--- src/shared/serial_unit_map.svh ---
// Register offsets, field positions and reset values of the clocked serial unit.
// Assumes a 16-bit byte address on the register port.
`ifndef SERIAL_UNIT_MAP_SVH
`define SERIAL_UNIT_MAP_SVH

// ----------------------------------------------------------------------------
// Register offsets
// ----------------------------------------------------------------------------
`define SU_ADDR_W 16
`define SU_OFS_PORT_CTRL 16'hFF91
`define SU_OFS_MODE 16'hFFA8
`define SU_OFS_BRR 16'hFFA9
`define SU_OFS_CTRL 16'hFFAA
`define SU_OFS_TX_HOLD 16'hFFAB
`define SU_OFS_STATUS 16'hFFAC
`define SU_OFS_RX_HOLD 16'hFFAD

// ----------------------------------------------------------------------------
// Field positions
// ----------------------------------------------------------------------------
`define SU_PC_TX_SEL 5
`define SU_PC_RX_INV 2
`define SU_MD_COM 7
`define SU_MD_MP 2
`define SU_MD_CKS_HI 1
`define SU_MD_CKS_LO 0
`define SU_CT_TE 5
`define SU_CT_RE 4
`define SU_CT_CLOCK_SOURCE_HI 1
`define SU_CT_CLOCK_SOURCE_LO 0
`define SU_ST_TX_HOLDING_EMPTY 7
`define SU_ST_RX_HOLDING_FULL 6
`define SU_ST_OER 5
`define SU_ST_FER 4
`define SU_ST_PER 3

// ----------------------------------------------------------------------------
// Reset values and counts
// ----------------------------------------------------------------------------
`define SU_RST_BYTE 8'h00
`define SU_RST_BRR 8'hFF
`define SU_CHAR_BITS 4'h8
`define SU_DIV_W 14
`define SU_RX_LAST 3'h7

`endif

--- src/shared/serial_unit_pkg.sv ---
// Types of the clocked serial unit: register port request and whole-block state.
// Assumes serial_unit_map.svh supplies the address width.
`include "serial_unit_map.svh"

package serial_unit_pkg;

	// ------------------------------------------------------------------------
	// Register port request
	// ------------------------------------------------------------------------
	typedef struct packed {
		logic [`SU_ADDR_W-1:0] addr;
		logic [7:0] wdata;
		logic wr;
		logic rd;
	} reg_req_t;

	// ------------------------------------------------------------------------
	// Complete state of the unit
	// ------------------------------------------------------------------------
	typedef struct packed {
		logic [7:0] port_ctrl;
		logic [7:0] mode;
		logic [7:0] bit_rate_divider;
		logic [7:0] ctrl;
		logic [7:0] tx_hold;
		logic [7:0] rx_hold;
		logic [7:0] rx_shift;
		logic [7:0] tx_shift;
		logic tx_holding_empty;
		logic rx_holding_full;
		logic overrun_flag;
		logic framing_error_flag;
		logic parity_error_flag;
		logic [2:0] rx_cnt;
		logic [3:0] tx_cnt;
		logic txd;
		logic sck_int;
		logic [`SU_DIV_W-1:0] div_cnt;
		logic sck_s1;
		logic sck_s2;
		logic sck_s3;
		logic rx_s1;
		logic rx_s2;
		logic [7:0] rd_data;
	} su_state_t;

endpackage : serial_unit_pkg

--- src/hdl/serial_unit.sv ---
// Clocked synchronous serial unit: 8-bit receive and transmit, LSB first.
// Assumes a single-cycle register port master on clk; pins are asynchronous.
`timescale 1ns/100ps
`include "serial_unit_map.svh"

module serial_unit
	import serial_unit_pkg::*;
(
	input wire logic clk,
	input wire logic reset_n,
	input wire logic [`SU_ADDR_W-1:0] reg_addr,
	input wire logic [7:0] reg_wdata,
	input wire logic reg_wr,
	input wire logic reg_rd,
	output logic [7:0] reg_rdata,
	input wire logic serial_clock_pin_i,
	output logic serial_clock_pin_o,
	output logic serial_clock_pin_oe,
	input wire logic serial_rx_pin,
	output logic shared_port_pin_o,
	output logic shared_port_pin_oe,
	input wire logic shared_port_data
);

	// ------------------------------------------------------------------------
	// State and decoded controls
	// ------------------------------------------------------------------------
	su_state_t st_q;
	su_state_t st_d;
	reg_req_t req;
	logic sync_mode;
	logic rx_en;
	logic tx_en;
	logic ext_clk;
	logic cont_out;
	logic clk_run;
	logic rise_ev;
	logic fall_ev;
	logic rx_bit;
	logic rx_done;
	logic [7:0] rx_byte;
	logic tx_load;
	logic wr_tdr;
	logic wr_ssr;
	logic [1:0] cks;
	logic [`SU_DIV_W-1:0] half_period;

	assign req = '{addr: reg_addr, wdata: reg_wdata, wr: reg_wr, rd: reg_rd};

	// Mode and control decode.
	assign sync_mode = st_q.mode[`SU_MD_COM];
	assign rx_en = st_q.ctrl[`SU_CT_RE] & sync_mode;
	assign tx_en = st_q.ctrl[`SU_CT_TE] & sync_mode;
	assign ext_clk = st_q.ctrl[`SU_CT_CLOCK_SOURCE_HI];
	assign cont_out = ~ext_clk & st_q.ctrl[`SU_CT_CLOCK_SOURCE_LO];
	assign wr_tdr = req.wr && (req.addr == `SU_OFS_TX_HOLD);
	assign wr_ssr = req.wr && (req.addr == `SU_OFS_STATUS);

	// Internal clock select: three divider taps, the fourth code reuses the slowest.
	assign cks = (st_q.mode[1:0] == 2'h3) ? 2'h2 : st_q.mode[1:0];
	assign half_period = `SU_DIV_W'(({6'h00, st_q.bit_rate_divider} + 14'h0001) << {cks, 1'b0});

	// The internal clock idles high and runs while there is anything to move.
	assign clk_run = cont_out | rx_en | (tx_en & (st_q.tx_cnt != 4'h0 | ~st_q.tx_holding_empty));

	// Edge events come from the selected source; the pin is read only after sync.
	assign rise_ev = ext_clk ? (st_q.sck_s2 & ~st_q.sck_s3)
		: (~ext_clk & st_q.sck_int == 1'b0 && clk_run && st_q.div_cnt == 14'h0001);
	assign fall_ev = ext_clk ? (~st_q.sck_s2 & st_q.sck_s3)
		: (st_q.sck_int == 1'b1 && clk_run && st_q.div_cnt == 14'h0001);

	// Receive input passes optional inversion before the shifter sees it.
	assign rx_bit = st_q.rx_s2 ^ st_q.port_ctrl[`SU_PC_RX_INV];

	// Character completion on the eighth rising edge.
	assign rx_done = rx_en && rise_ev && (st_q.rx_cnt == `SU_RX_LAST);
	always_comb begin
		rx_byte = st_q.rx_shift;
		rx_byte[st_q.rx_cnt] = rx_bit;
	end

	// Reload happens at a falling edge when the shifter has sent its last bit.
	assign tx_load = tx_en && fall_ev && (st_q.tx_cnt <= 4'h1) && !st_q.tx_holding_empty;

	// ------------------------------------------------------------------------
	// Next state
	// ------------------------------------------------------------------------
	always_comb begin
		st_d = st_q;
		// Two-stage synchronisers for the clock and receive pins.
		st_d.sck_s1 = serial_clock_pin_i;
		st_d.sck_s2 = st_q.sck_s1;
		st_d.sck_s3 = st_q.sck_s2;
		st_d.rx_s1 = serial_rx_pin;
		st_d.rx_s2 = st_q.rx_s1;

		// Internal clock divider, restarted whenever the clock is parked.
		if (!clk_run || ext_clk) begin
			st_d.div_cnt = half_period;
			st_d.sck_int = 1'b1;
		end else if (st_q.div_cnt <= 14'h0001) begin
			st_d.div_cnt = half_period;
			st_d.sck_int = ~st_q.sck_int;
		end else begin
			st_d.div_cnt = st_q.div_cnt - 14'h0001;
		end

		// Register writes; status bits only clear, so the data is ANDed in.
		if (req.wr) begin
			case (req.addr)
				`SU_OFS_PORT_CTRL: st_d.port_ctrl = req.wdata;
				`SU_OFS_MODE: st_d.mode = req.wdata;
				`SU_OFS_BRR: st_d.bit_rate_divider = req.wdata;
				`SU_OFS_CTRL: st_d.ctrl = req.wdata;
				`SU_OFS_TX_HOLD: begin
					st_d.tx_hold = req.wdata;
					st_d.tx_holding_empty = 1'b0;
				end
				`SU_OFS_STATUS: begin
					st_d.tx_holding_empty = st_q.tx_holding_empty & req.wdata[`SU_ST_TX_HOLDING_EMPTY];
					st_d.rx_holding_full = st_q.rx_holding_full & req.wdata[`SU_ST_RX_HOLDING_FULL];
					st_d.overrun_flag = st_q.overrun_flag & req.wdata[`SU_ST_OER];
					st_d.framing_error_flag = st_q.framing_error_flag & req.wdata[`SU_ST_FER];
					st_d.parity_error_flag = st_q.parity_error_flag & req.wdata[`SU_ST_PER];
				end
				default: begin
					// Receive holding and unmapped addresses ignore writes.
				end
			endcase
		end

		// Receive shifting; hardware set wins over a same-cycle clear.
		if (rx_en && rise_ev) begin
			st_d.rx_shift = rx_byte;
			st_d.rx_cnt = st_q.rx_cnt + 3'h1;
			if (rx_done) begin
				if (st_q.rx_holding_full) begin
					st_d.overrun_flag = 1'b1;
				end else begin
					st_d.rx_hold = rx_byte;
					st_d.rx_holding_full = 1'b1;
				end
				st_d.rx_shift = `SU_RST_BYTE;
			end
		end else if (!rx_en) begin
			st_d.rx_cnt = 3'h0;
		end

		// Transmit shifting: each bit is launched on a falling edge.
		if (tx_en && fall_ev) begin
			if (tx_load) begin
				st_d.tx_shift = st_q.tx_hold;
				st_d.txd = st_q.tx_hold[0];
				st_d.tx_cnt = `SU_CHAR_BITS;
				st_d.tx_holding_empty = 1'b1;
			end else if (st_q.tx_cnt > 4'h1) begin
				st_d.tx_shift = {1'b0, st_q.tx_shift[7:1]};
				st_d.txd = st_q.tx_shift[1];
				st_d.tx_cnt = st_q.tx_cnt - 4'h1;
			end else begin
				st_d.tx_cnt = 4'h0;
				st_d.txd = 1'b1;
			end
		end else if (tx_en && rise_ev && st_q.tx_cnt == 4'h1 && st_q.tx_holding_empty) begin
			// Nothing queued: the character ends at its last rising edge, so a parked
			// internal clock never shows a stray low pulse after the eighth bit.
			st_d.tx_cnt = 4'h0;
		end else if (!tx_en) begin
			st_d.tx_cnt = 4'h0;
			st_d.txd = 1'b1;
		end

		// Read data stands in the cycle after the read strobe.
		st_d.rd_data = `SU_RST_BYTE;
		if (req.rd) begin
			case (req.addr)
				`SU_OFS_PORT_CTRL: st_d.rd_data = st_q.port_ctrl;
				`SU_OFS_MODE: st_d.rd_data = st_q.mode;
				`SU_OFS_BRR: st_d.rd_data = st_q.bit_rate_divider;
				`SU_OFS_CTRL: st_d.rd_data = st_q.ctrl;
				`SU_OFS_TX_HOLD: st_d.rd_data = st_q.tx_hold;
				`SU_OFS_RX_HOLD: st_d.rd_data = st_q.rx_hold;
				`SU_OFS_STATUS: st_d.rd_data = {st_q.tx_holding_empty, st_q.rx_holding_full, st_q.overrun_flag,
					st_q.framing_error_flag, st_q.parity_error_flag, 3'h0};
				default: st_d.rd_data = `SU_RST_BYTE;
			endcase
		end
	end

	// ------------------------------------------------------------------------
	// State register
	// ------------------------------------------------------------------------
	always_ff @(posedge clk or negedge reset_n) begin
		if (!reset_n) begin
			st_q <= '0;
			st_q.bit_rate_divider <= `SU_RST_BRR;
			st_q.tx_holding_empty <= 1'b1;
			st_q.txd <= 1'b1;
			st_q.sck_int <= 1'b1;
			st_q.sck_s1 <= 1'b1;
			st_q.sck_s2 <= 1'b1;
			st_q.sck_s3 <= 1'b1;
		end else begin
			st_q <= st_d;
		end
	end

	// Outputs; the clock pin only drives for an internal source.
	assign reg_rdata = st_q.rd_data;
	assign serial_clock_pin_oe = ~ext_clk & sync_mode;
	assign serial_clock_pin_o = st_q.sck_int;
	assign shared_port_pin_o = st_q.port_ctrl[`SU_PC_TX_SEL] ? st_q.txd : shared_port_data;
	assign shared_port_pin_oe = 1'b1;
endmodule : serial_unit

--- config.mk ---
export PLATFORM = sky130hd
export DESIGN_NAME = serial_unit
export DESIGN_NICKNAME = d
export VERILOG_FILES = /design/src/shared/serial_unit_pkg.sv /design/src/hdl/serial_unit.sv
export VERILOG_INCLUDE_DIRS = /design/src /design/src/shared
export SDC_FILE = /design/constraint.sdc
export NUM_CORES = 1
export LEC_CHECK = 0
export BUFFER_PORTS_ARGS = -buffer_cell sky130_fd_sc_hd__buf_4
export CORE_MARGIN = 3
export CORE_UTILIZATION = 60
export CTS_CLUSTER_DIAMETER = 150
export DETAILED_ROUTE_END_ITERATION = 16
export PLACE_DENSITY = 0.8
export SLEW_MARGIN = 40
export SYNTH_ARGS = -nofsm -noshare
export SYNTH_HDL_FRONTEND = slang
export SYNTH_SLANG_ARGS = --single-unit
--- constraint.sdc ---
create_clock -name clk -period 2.55 [get_ports clk]
set_input_delay 0.255 -clock clk [delete_from_list [all_inputs] [get_ports clk]]
set_output_delay 0.255 -clock clk [all_outputs]
set_load 0.01 [all_outputs]
# == Word-level counts from Yosys, hierarchy flattened ==
# Index checks and enable logic that the tools add are counted.
# totals
wordCells,132
ff_bits,105
in_bits,31
output_inout_bits,12
# op_classes
n_shift,1
reduce_logical,28
n_lt_le_gt_ge,5
n_eq_ne,15
add_sub_neg,4
n_mux,32
bitwise_logic,23
# ops
cell,count
$eq A16 B16 Y1 const B,7
$pmux W8 S7,1
$mux W8,4
$mux W5,5
$reduce_and A2 Y1,8
$mux W15,1
$eq A14 B1 Y1 const B,1
$le A14 B1 Y1 const B,1
$mux W14,1
$shl A9 B3 Y14,1
$sub A14 B1 Y14 const B,1
$and A1 B1 Y1,13
$logic_and A1 B1 Y1,13
$mux W1,10
$add A8 B1 Y9 const B,1
$bwmux W8,1
$mux W4,2
$mux W2,3
$mux W3,2
$not A1 Y1,6
$eq A4 B1 Y1 const B,1
$gt A4 B1 Y1 const B,1
$le A4 B1 Y1 const B,1
$lt A3 B4 Y1 const B,1
other kinds (17),22

# == Longest topological paths before layout ==
# Gate-level depths: netlist of the first run.
# depth
ltp_word,12
depth_mapped,8

# == Worst setup path before layout of the first run ==
# OpenSTA, ideal clock, no wires.
# synth_timing
kind,reg2reg
from,reg st_q[29] (netlist name)
to,reg st_q[57] (netlist name)
t_arrival_ps,2102
stages_incl_launch_ff,8
synth_period_minus_slack_ps,2227
setup_time_ps,125
path_slack_ps,323
path_buffers,0
path_cell_list,dfrtp_1 -> inv_1 -> ha_1 -> nor4bb_1 -> o22ai_4 -> nand3b_4 -> a2111oi_4 -> mux2_2
# synth_between
elab_chain_len,10
# synth_lines
item,line,rtl
from (decl),serial_unit.sv:28,su_state_t st_q;
from (signal assigned),serial_unit.sv:204,st_q <= st_d;
$reduce_bool A4 Y1 (*),serial_unit.sv:64,assign clk_run = cont_out | rx_en | (tx_en & (st_q.tx_cnt != 4'h0 | ~st_q.tx_holding_empty));
$or A1 B1 Y1 (*),serial_unit.sv:64,
$and A1 B1 Y1 (*),serial_unit.sv:64,
$or A1 B1 Y1 (*),serial_unit.sv:64,
$logic_and A1 B1 Y1 (*) (2 in a row),serial_unit.sv:68,: (~ext_clk & st_q.sck_int == 1'b0 && clk_run && st_q.div_cnt == 14'h0001);
$mux W1 (*),serial_unit.sv:67,assign rise_ev = ext_clk ? (st_q.sck_s2 & ~st_q.sck_s3)
$logic_and A1 B1 Y1 (*),"serial_unit.sv:76, serial_unit.sv:133",
$logic_and A1 B1 Y1,serial_unit.sv:76,assign rx_done = rx_en && rise_ev && (st_q.rx_cnt == `SU_RX_LAST);
$reduce_and A3 Y1 (no line) (*),--,
# Mark *: on every way between the ends. The rest lies on a longest branch, timed or not.
# A chain may end at the register's enable or synchronous reset.

# == Final worst setup path of the first run ==
# layout_timing
from,reg st_q[29] (netlist name)
to,reg st_q[31] (netlist name)
# layout_between
elab_chain_len,12
# layout_lines
item,line,rtl
$reduce_bool A4 Y1,serial_unit.sv:64,
$or A1 B1 Y1,serial_unit.sv:64,
$and A1 B1 Y1,serial_unit.sv:64,
$or A1 B1 Y1,serial_unit.sv:64,
$logic_and A1 B1 Y1 (on tied branches) (2 in a row),"serial_unit.sv:68, serial_unit.sv:70",
$mux W1 (on tied branches),"serial_unit.sv:67, serial_unit.sv:69",
$logic_and A1 B1 Y1 (on tied branches),"serial_unit.sv:164, serial_unit.sv:83, serial_unit.sv:150",
$logic_and A1 B1 Y1 (on tied branches) (2 in a row),"serial_unit.sv:164, serial_unit.sv:83",
$mux W4 / $mux W5 (equally long branches),"serial_unit.sv:164, serial_unit.sv:151",
$mux W5,serial_unit.sv:150,if (tx_en && fall_ev) begin
# Parallel ways exist; a longest one is shown, timed or not.

==> reports/metrics.csv, run 1 <==
stage,metric,value,unit
synthesis,post_synth_xor_area_fraction,0.0284,
sta,timing_hold_violations_final,0,
critical_path,critical_path.endpoint_type,flip-flop,
synthesis,synth_compound_area_frac,0.162,
grt,global_route.overflow_total,0,
hold_path,hp-class,primary input to flip-flop,
sta,maxSlewViolCount,0,
clock_network,insertion_delay,370,ps
job,drv.max_cap_violation_count,0,
die,rows,34,
clock_network,clkSinkCount,104,
sta,totalNegativeSetupSlack,0,ps
synthesis,synth_enable_flop_cells,0,
synthesis,post_synth_instance_area,0.00555,sq mm
die,starting_density,0.627,
synthesis,synth_seq_cells,104,
route,post_drt_wl_per_cell,19.4,um
clock_network,clock_tree.htree_level_count,3,
critical_path,critical_path.top_delay_family,compound AO/OA/AOI/OAI gates,
finish,ff_latch_area,0.00262,sq mm
outcome,status,"complete, no violations",
synthesis,synthesis.yosys.warnings,0,
grt,antenna_found_initial,0,
die,core_area,0.00885,sq mm
critical_path,slowest_delay,440,ps
route,routed-via-count,4317,
critical_path,worstPathMaxFanout,7,
synthesis,synth_adder_area_share,0.0180,
synthesis,syn_area_per_cell,10.8,sq um
sta,fin_crit_sh,0.919,
grt,maximum_number_of_pins_on_one_net_before_global_route_repair,45,
synthesis,yosys-mux-area-fraction,0.130,
sta,fin_crit,2340,ps
sta,unrepaired_setup_endpoints_after_global_routing,no,
route,drcViolationCount,0,
critical_path,timing.critical_path.buf_inv,1,
die,fp.dieW,102,um
synthesis,yosys.area_share.simple,0.146,
die,dieHeight,102,um
route,viasPerCell,6.46,
synthesis,synth_top_family_by_area,compound AO/OA/AOI/OAI gates,
finish,area_growth_syn_to_layout,12.3,%
critical_path,timing.critical_path.slowest_stage_cell,nor4bb_1,
grt,gr-usage-met2,0.430,
clock_network,post_cts_resized,0,
grt,grt_pass1_wl,21000,um
grt,grt_pass1_vias,4203,
placement,gp_routability_congestion,0.891,
sta,slew_headroom,0.507,
critical_path,timing.critical_path.arrival,2580,ps
finish,diodes,0,
grt,gr-max-usage-layer,met2,
route,drtAntennaViolNets,0,
route,drt-total-wl,12900,um
sta,max_freq,427,MHz
sta,finalSetupViolations,0,
sta,actual_slew_at_the_worst_max_slew_pin,736,ps
finish,fin_util,0.704,
synthesis,synthFlopType,dfrtp_1,
critical_path,worst-setup-path-type,flip-flop to flip-flop,
route,dr.first_iter.drc_count,212,
clock_network,clk_root_buffer_cell,clkbuf_8,
grt,grt.total_usage,0.257,
finish,drive_above_1_share,0.295,
finish,final_common_cell,dfrtp_1,
placement,io_buffers,41,
clock_network,max-clock-path-buffers,2,
power_and_ir_drop,power.density,458,mW/mm^2
finish,layout.nets,594,
critical_path,crit_chain,inv_1 > ha_1 > nor4bb_1 > o22ai_4 > and3_2 > o21ai_0 > o221ai_1,
critical_path,worst_setup_path_start_kind,flip-flop,
synthesis,postSynthNetCount,553,
power_and_ir_drop,ir_worst_vdd,0.000399,V
grt,globalRouteMet3Util,0.0526,
finish,layout.filler_cells,646,
power_and_ir_drop,p_leak,2.75,nW
clock_network,cts_made_buffers,9,
synthesis,ys_async_sr_fraction,1.00,
route,drtPass1Iterations,5,
sta,hold-worst-slack,157,ps
synthesis,synthesis.instances,514,
grt,gr-usage-met1,0.352,
sta,clock-skew-final,12.4,ps
finish,multi_input_area,0.00269,sq mm
placement,place.detailed.hpwl,9520,um
clock_network,clock_tree_from_tritoncts,built,
clock_network,clk_pin_slew,110,ps
die,die-area,0.0104,sq mm
critical_path,timing.critical_path.required,2780,ps
die,i_o_pins,43,
synthesis,netlist-cell-type-count,69,
synthesis,synth-seq-area-share,0.472,
finish,most-common-layout-cells,"90 x dfrtp_1, 57 x mux2_2, 56 x buf_4",
through the flow:
step                      setup WS, ps  total power [W]  cell area, sq um  std cells
after floorplan                    323          0.00171              5550        514
after detailed placement           230          0.00180              5990        649
after global routing              11.7          0.00295              6230        668
after global placement             328          0.00180              5990        649
final                              208          0.00285              6230        668
after CTS                          204          0.00288              6230        668
worst reg2reg max path, stage by stage (launching register included):
cell and delay, ps:
dfrtp_1 390, inv_1 150, ha_1 160, nor4bb_1 440
o22ai_4 200, and3_2 270, o21ai_0 440, o221ai_1 170
layer usage:
metal  wire, um  share of wire
met1       5690           0.44
met2       6550           0.51
met3        537          0.041
met4        155          0.012
met5          0              0
cells in the mapped netlist, types with 3 or more instances:
master	count	area, sq um
dfrtp_1	90	2250
mux2_2	57	642
nand2_1	34	128
o21ai_0	27	135
a22oi_1	23	173
inv_1	20	75.1
clkbuf_1	18	67.6
nor3_1	16	80.1
a21oi_1	15	75.1
nand3_1	15	75.1
nor2_1	15	56.3
dfstp_2	14	368
a31oi_1	11	68.8
o22ai_1	10	62.6
xor2_1	10	87.6
buf_4	9	67.6
ha_1	8	100
mux2i_1	8	80.1
nand3b_1	8	60.1
xnor2_1	8	70.1
a2bb2oi_1	7	61.3
o211ai_1	7	52.6
nand4_1	6	37.5
or3_1	5	31.3
nor3b_1	4	30.0
o21a_1	4	30.0
o221ai_1	4	35.0
buf_2	3	15.0
report_power, final:
part | internal [W] | switching, W
clock network | 0.000475 | 0.000603
logic | 0.0000473 | 0.0000706
registers | 0.00166 | 0.00000255
sequential cells by signal, summed over array words and instances, names as in the netlist:
name	flops
ext_clk	1
reg_rdata	8
serial_clock_pin_o	1
st_d	3
st_q	91
cell type report:
type | count | share of cell area
Multi-Input combinational cell | 357 | 0.432
Sequential cell | 104 | 0.420
Timing Repair Buffer | 61 | 0.0787
Tap cell | 108 | 0.0217
Clock buffer | 9 | 0.0199
Clock inverter | 7 | 0.0141
Inverter | 22 | 0.0133
logic make-up after synthesis:
family,count (synthesis)
adder cells (fa/ha/maj),8
multiplexers,65
other,1
buffers and inverters,53
AO/OA/AOI/OAI,128
XOR/XNOR,18
flip-flops,104
AND/OR/NAND/NOR,137
worst paths after layout:
kind / startpoint / to / slack (ps) / cells after the start
setup reg to reg: st_q[29] / st_q[31] / 210 / 7
hold reg to reg: st_d[11] / st_d[10] / 360 / 0
hold / removal: reg_wdata[7] / st_q[72] / 160 / 3
max in group asynchronous: reset_n / serial_clock_pin_o / 1390 / 3
setup / recovery: st_q[29] / st_q[31] / 210 / 7
min in group asynchronous: reset_n / st_q[16] / 410 / 2
what timing repair did:
action	CTS	global route
endpoints found under the hold margin	36	0
setup endpoints to repair	0	0
setup buffers	0	0
hold buffers	3	0
Power figures use the tool's default switching activity.
==> run 2: changes to the inputs <==
--- a/config.mk
+++ b/config.mk
@@ -12,6 +12,7 @@
 export CTS_CLUSTER_DIAMETER = 150
 export DETAILED_ROUTE_END_ITERATION = 16
 export PLACE_DENSITY = 0.8
+export SETUP_SLACK_MARGIN = 0.3
 export SLEW_MARGIN = 40
 export SYNTH_ARGS = -nofsm -noshare
 export SYNTH_HDL_FRONTEND = slang
==> reports/metrics.csv, run 2 (synthesis gave the netlist of run 1 again) <==
stage,metric,value,unit,change
placement,place.detailed.hpwl,9520,um,unchanged
finish,layout.nets,602,,+1.3%
die,core_area,0.00885,sq mm,unchanged
die,starting_density,0.627,,unchanged
hold_path,timing.hold.worst.start,reg_wdata[7],,
route,drcViolationCount,0,,unchanged
grt,maximum_number_of_pins_on_one_net_before_global_route_repair,45,,unchanged
route,viasPerCell,6.49,,+0.46%
hold_path,hp-class,primary input to flip-flop,,
clock_network,max-clock-path-buffers,2,,unchanged
finish,registers.top_by_ff_count,st_q,,
critical_path,timing.critical_path.arrival,2470,ps,-110 ps
power_and_ir_drop,ir_worst_vdd,0.000399,V,about the same
finish,drive_above_1_share,0.324,,+0.0293
sta,clock-skew-final,13.2,ps,+0.834 ps
critical_path,timing.critical_path.slowest_stage_cell,dfrtp_1,,
sta,totalNegativeSetupSlack,0,ps,unchanged
grt,global_route.overflow_total,0,,unchanged
finish,fin_util,0.719,,+0.0150
sta,slew_headroom,0.490,,-0.0169
critical_path,worst_setup_path_start_kind,flip-flop,,
die,dieHeight,102,um,unchanged
route,dr.first_iter.drc_count,279,,+32%
critical_path,critical_path.endpoint_type,flip-flop,,
sta,actual_slew_at_the_worst_max_slew_pin,761,ps,+25.2 ps
grt,grt_pass1_vias,4245,,+1.0%
finish,final_design_area_no_fill,0.00636,sq mm,+2.1%
critical_path,worst-setup-path-type,flip-flop to flip-flop,,
finish,number_of_flip_flops_under_the_largest_register_name,91,,unchanged
clock_network,clkSinkCount,104,,unchanged
finish,final_common_cell,dfrtp_1,,
die,fp.dieW,102,um,unchanged
finish,most-common-layout-cells,"86 x dfrtp_1, 63 x buf_4, 56 x mux2_2",,
route,drt-total-wl,13200,um,+1.8%
placement,placedInstanceArea,0.00599,sq mm,unchanged
job,drv.max_cap_violation_count,0,,unchanged
clock_network,clock_tree_from_tritoncts,built,,
placement,io_buffers,41,,unchanged
route,drtAntennaViolNets,0,,unchanged
clock_network,insertion_delay,370,ps,about the same
sta,unrepaired_setup_endpoints_after_global_routing,no,,
placement,gp_routability_congestion,0.891,,unchanged
sta,max_freq,454,MHz,+6.4%
grt,grt.total_usage,0.259,,+0.00159
finish,area_growth_syn_to_layout,14.7,%,
route,drtPass1Iterations,7,,+2
die,i_o_pins,43,,unchanged
grt,antenna_found_initial,0,,unchanged
critical_path,worstPathMaxFanout,6,,-1
critical_path,crit_chain,inv_2 > ha_1 > nor4bb_4 > o22ai_4 > nand3b_4 > a2111oi_4 > buf_4 > mux2_2,,
grt,grt_pass1_wl,21100,um,+0.56%
critical_path,critical_path.startpoint,st_q[29],,
sta,fin_crit_sh,0.863,,-0.0553
power_and_ir_drop,p_leak,2.81,nW,+2.2%
die,rows,34,,unchanged
outcome,status,"complete, no violations",,
sta,hold-worst-slack,152,ps,-5.20 ps
sta,maxSlewViolCount,0,,unchanged
sta,fin_crit,2200,ps,-141 ps
critical_path,critical_path.reg2reg.startpoint,st_q[29],,
clock_network,clk_pin_slew,110,ps,about the same
clock_network,cts_made_buffers,9,,unchanged
power_and_ir_drop,power.density,449,mW/mm^2,-1.9%
clock_network,clock_tree.htree_level_count,3,,unchanged
clock_network,clk_root_buffer_cell,clkbuf_8,,
sta,timing_hold_violations_final,0,,unchanged
critical_path,slowest_delay,390,ps,-50 ps
finish,diodes,0,,unchanged
route,routed-via-count,4389,,+1.7%
sta,finalSetupViolations,0,,unchanged
die,die-area,0.0104,sq mm,unchanged
route,post_drt_wl_per_cell,19.5,um,+0.57%
critical_path,timing.critical_path.required,2820,ps,+40 ps
-- run 2: changes by cell type in the layout (fill, tap and decap cells not counted), sizes merged --
cell,previous run,this run
buf,58,66
-- run 2: cell type report --
class	instances	area [sq um]
Sequential cell	104	2630
Tap cell	108	135
Multi-Input combinational cell	357	2760
Timing Repair Buffer	69	554
Fill cell	642	2480
Inverter	22	83.8
Clock inverter	7	87.6
Clock buffer	9	124
-- run 2: where the power goes --
group	total, W	switching, W	internal [W]
clock network	0.00108	0.000607	0.000475
logic	0.000118	0.0000707	0.0000476
registers	0.00166	0.00000258	0.00166
total	0.00286	0.000680	0.00218
-- run 2: path summary, 6_finish.rpt --
| kind | cells past startpoint | endpoint | slack (ps) |
|---|---|---|---|
| max reg2reg | 8 | st_q[61] | 350 |
| max in group asynchronous | 3 | serial_clock_pin_o | 1410 |
| max | 8 | st_q[61] | 350 |
| min in group asynchronous | 2 | st_q[16] | 400 |
| min reg2reg | 0 | st_d[10] | 360 |
| min | 3 | st_q[72] | 150 |
-- run 2: layer usage --
| metal | vias up | track usage | routed length (um) |
|---|---|---|---|
| met1 | 2229 | 0.352 | 5700 |
| met5 | - | 0 | 0 |
| met4 | 0 | 0.0525 | 148 |
| met3 | 20 | 0.0532 | 536 |
| li1 | 2004 | - | - |
| met2 | 136 | 0.434 | 6780 |
-- run 2: critical path: cells and delay by family, from the launching register on --
kind | cells | cell delay [ps]
DFF | 1 | 390
muxes | 1 | 330
AOI/OAI and AO/OA | 2 | 620
buffers and inverters | 2 | 280
and+or+nand+nor | 2 | 290
adders and majority gates | 1 | 200
-- run 2: stage by stage --
| step | setup slack (ps) | total power, W | cells |
|---|---|---|---|
| 2_1_floorplan | 323 | 0.00171 | 514 |
| 3_3_place_gp | 328 | 0.00180 | 649 |
| 3_5_place_dp | 230 | 0.00180 | 649 |
| 4_1_cts | 300 | 0.00288 | 672 |
| 5_1_grt | 272 | 0.00295 | 676 |
| 6_report | 349 | 0.00286 | 676 |
-- run 2: repair_timing --
item,in CTS,in global routing
setup buffers,3,4
hold buffers,3,0
gates cloned,1,0
hold endpoints to repair,36,0
pin swaps,2,5
resized for setup,8,11
endpoints found under the setup margin,12,23
==> run 3: changes to the inputs <==
--- a/config.mk
+++ b/config.mk
@@ -8,10 +8,9 @@
 export LEC_CHECK = 0
 export BUFFER_PORTS_ARGS = -buffer_cell sky130_fd_sc_hd__buf_4
 export CORE_MARGIN = 3
-export CORE_UTILIZATION = 60
+export CORE_UTILIZATION = 35
 export CTS_CLUSTER_DIAMETER = 150
 export DETAILED_ROUTE_END_ITERATION = 16
-export PLACE_DENSITY = 0.8
 export SETUP_SLACK_MARGIN = 0.3
 export SLEW_MARGIN = 40
 export SYNTH_ARGS = -nofsm -noshare
==> reports/metrics.csv, run 3 (synthesis gave the netlist of run 1 again) <==
stage,metric,value,unit,change
outcome,status,"complete, no violations",,
placement,cell_count_after_placement,751,,+16%
die,core_area,0.0154,sq mm,+74%
critical_path,crit_chain,nor4_4 > and4_4 > nand3b_4 > a2111oi_4 > buf_4 > mux2_4,,
finish,area_growth_syn_to_layout,19.4,%,
finish,layout.filler_cells,1442,,+120%
hold_path,hp-class,primary input to flip-flop,,
grt,grt_pass1_wl,22900,um,+8.6%
grt,maximum_number_of_pins_on_one_net_before_global_route_repair,74,,+64%
sta,clock-skew-final,7.97,ps,-5.27 ps
critical_path,critical_path.endpoint_type,flip-flop,,
clock_network,clkSinkCount,104,,unchanged
die,dieHeight,132,um,+29%
die,i_o_pins,43,,unchanged
power_and_ir_drop,ir_worst_vdd,0.000337,V,-16%
grt,antenna_found_initial,0,,unchanged
finish,final_common_cell,dfrtp_1,,
sta,max_freq,456,MHz,+0.49%
critical_path,timing.critical_path.buf_inv,1,,-1
critical_path,worst_setup_path_start_kind,flip-flop,,
clock_network,cts_made_buffers,9,,unchanged
route,routed-via-count,4296,,-2.1%
critical_path,worstPathMaxFanout,5,,-1
sta,finalSetupViolations,0,,unchanged
finish,diodes,0,,unchanged
route,drtPass1Iterations,5,,-2
route,drtAntennaViolNets,0,,unchanged
placement,place.detailed.hpwl,9890,um,+3.9%
grt,grt_pass1_vias,4334,,+2.1%
finish,instances_no_fill,780,,+15%
sta,unrepaired_setup_endpoints_after_global_routing,yes,,
finish,fin_util,0.431,,-0.288
power_and_ir_drop,p_leak,2.85,nW,+1.5%
finish,final_design_area_no_fill,0.00663,sq mm,+4.1%
finish,number_of_flip_flops_under_the_largest_register_name,91,,unchanged
finish,layout.nets,603,,+0.17%
route,drcViolationCount,0,,unchanged
placement,io_buffers,41,,unchanged
grt,grt.total_usage,0.162,,-0.0963
critical_path,timing.critical_path.arrival,2430,ps,-40 ps
clock_network,clock_tree.htree_level_count,3,,unchanged
critical_path,timing.critical_path.required,2790,ps,-30 ps
sta,fin_crit,2190,ps,-10.8 ps
route,viasPerCell,5.51,,-15%
critical_path,critical_path.top_delay_family,simple AND/OR/NAND/NOR gates,,
route,dr.first_iter.drc_count,305,,+9.3%
sta,slew_headroom,0.530,,+0.0397
sta,fin_crit_sh,0.859,,-0.00423
finish,drive_above_1_share,0.330,,+0.00646
clock_network,insertion_delay,350,ps,-20 ps
critical_path,timing.critical_path.slowest_stage_cell,dfrtp_1,,
finish,most-common-layout-cells,"87 x dfrtp_1, 63 x buf_4, 51 x mux2_2",,
route,drt-total-wl,14000,um,+6.6%
die,starting_density,0.361,,-0.266
die,rows,45,,+32%
sta,actual_slew_at_the_worst_max_slew_pin,702,ps,-59.3 ps
clock_network,max-clock-path-buffers,2,,unchanged
placement,placedInstanceArea,0.00611,sq mm,+2.0%
sta,totalNegativeSetupSlack,0,ps,unchanged
finish,ff_latch_area,0.00262,sq mm,about the same
die,fp.dieW,132,um,+29%
critical_path,worst-setup-path-type,flip-flop to flip-flop,,
finish,registers.top_by_ff_count,st_q,,
grt,global_route.overflow_total,0,,unchanged
die,die-area,0.0174,sq mm,+67%
critical_path,slowest_delay,440,ps,+50 ps
sta,timing_hold_violations_final,0,,unchanged
job,drv.max_cap_violation_count,0,,unchanged
clock_network,clk_pin_slew,70,ps,-40 ps
clock_network,clk_root_buffer_cell,clkbuf_16,,
route,post_drt_wl_per_cell,18.0,um,-7.6%
placement,gp_routability_congestion,0.926,,+3.9%
clock_network,clock_tree_from_tritoncts,built,,
sta,maxSlewViolCount,0,,unchanged
finish,multi_input_area,0.00280,sq mm,+1.5%
power_and_ir_drop,power.density,466,mW/mm^2,+3.8%
-- run 3: changes by cell type in the layout (fill, tap and decap cells not counted), moves of 2 or more --
cell / change
clkinvlp_4: +2
clkbuf_16: +10
clkbuf_8: -9
mux2_4: +5
mux2_2: -5
-- run 3: cell type report --
cell class / instances / area share
Clock buffer: 9 / 0.0340
Timing Repair Buffer: 70 / 0.0874
Inverter: 22 / 0.0126
Clock inverter: 7 / 0.00850
Multi-Input combinational cell: 357 / 0.422
Tap cell: 211 / 0.0398
Sequential cell: 104 / 0.396
-- run 3: worst paths after layout --
kind	slack (ps)	to	start	cells after the start
min in group asynchronous	380	st_q[50]	reset_n	2
worst min register to register	350	st_q[8]	st_d[8]	0
worst max register to register	360	st_q[64]	st_q[22]	6
worst max-delay path	360	st_q[64]	st_q[22]	6
max in group asynchronous	1420	st_q[40]	reset_n	3
worst min-delay path	190	st_q[72]	reg_wdata[7]	3
-- run 3: tightest hold or removal path, delay by kind of cell --
kind                   cells  cell delay [ps]
AOI/OAI and AO/OA          1               60
and+or+nand+nor            1               50
buffers and inverters      1              130
-- run 3: repair_timing --
item | 4_1_cts | 5_1_grt
gates cloned | 1 | 1
pin swaps | 3 | 4
resized for setup | 6 | 22
endpoints found under the setup margin | 12 | 22
buffers inserted | 3 | 5
endpoints found under the hold margin | 28 | 0
hold buffers | 3 | 0
-- run 3: per-layer routing --
metal | global-route usage | wire [um] | vias to the layer above
met5 | 0 | 0 | -
met4 | 0.0566 | 298 | 0
met3 | 0.0321 | 650 | 25
met2 | 0.261 | 6800 | 120
met1 | 0.220 | 6290 | 2141
li1 | - | - | 2010
-- run 3: report_power, final --
group	switching (W)	leakage (nW)	total, W	internal, W
Clock	0.000642	0.130	0.00131	0.000672
Sequential	0.00000260	1.38	0.00166	0.00166
Combinational	0.0000712	1.34	0.000118	0.0000465
Total	0.000716	2.85	0.00309	0.00237
-- run 3: through the flow --
| step | power (W) | setup slack, ps | hold slack [ps] |
|---|---|---|---|
| 3_3_place_gp | 0.00180 | 283 | 224 |
| 2_1_floorplan | 0.00171 | 323 | -40.6 |
| 3_5_place_dp | 0.00181 | 124 | 229 |
| 4_1_cts | 0.00313 | 317 | 179 |
| 5_1_grt | 0.00321 | 283 | 186 |
| 6_report | 0.00309 | 359 | 185 |
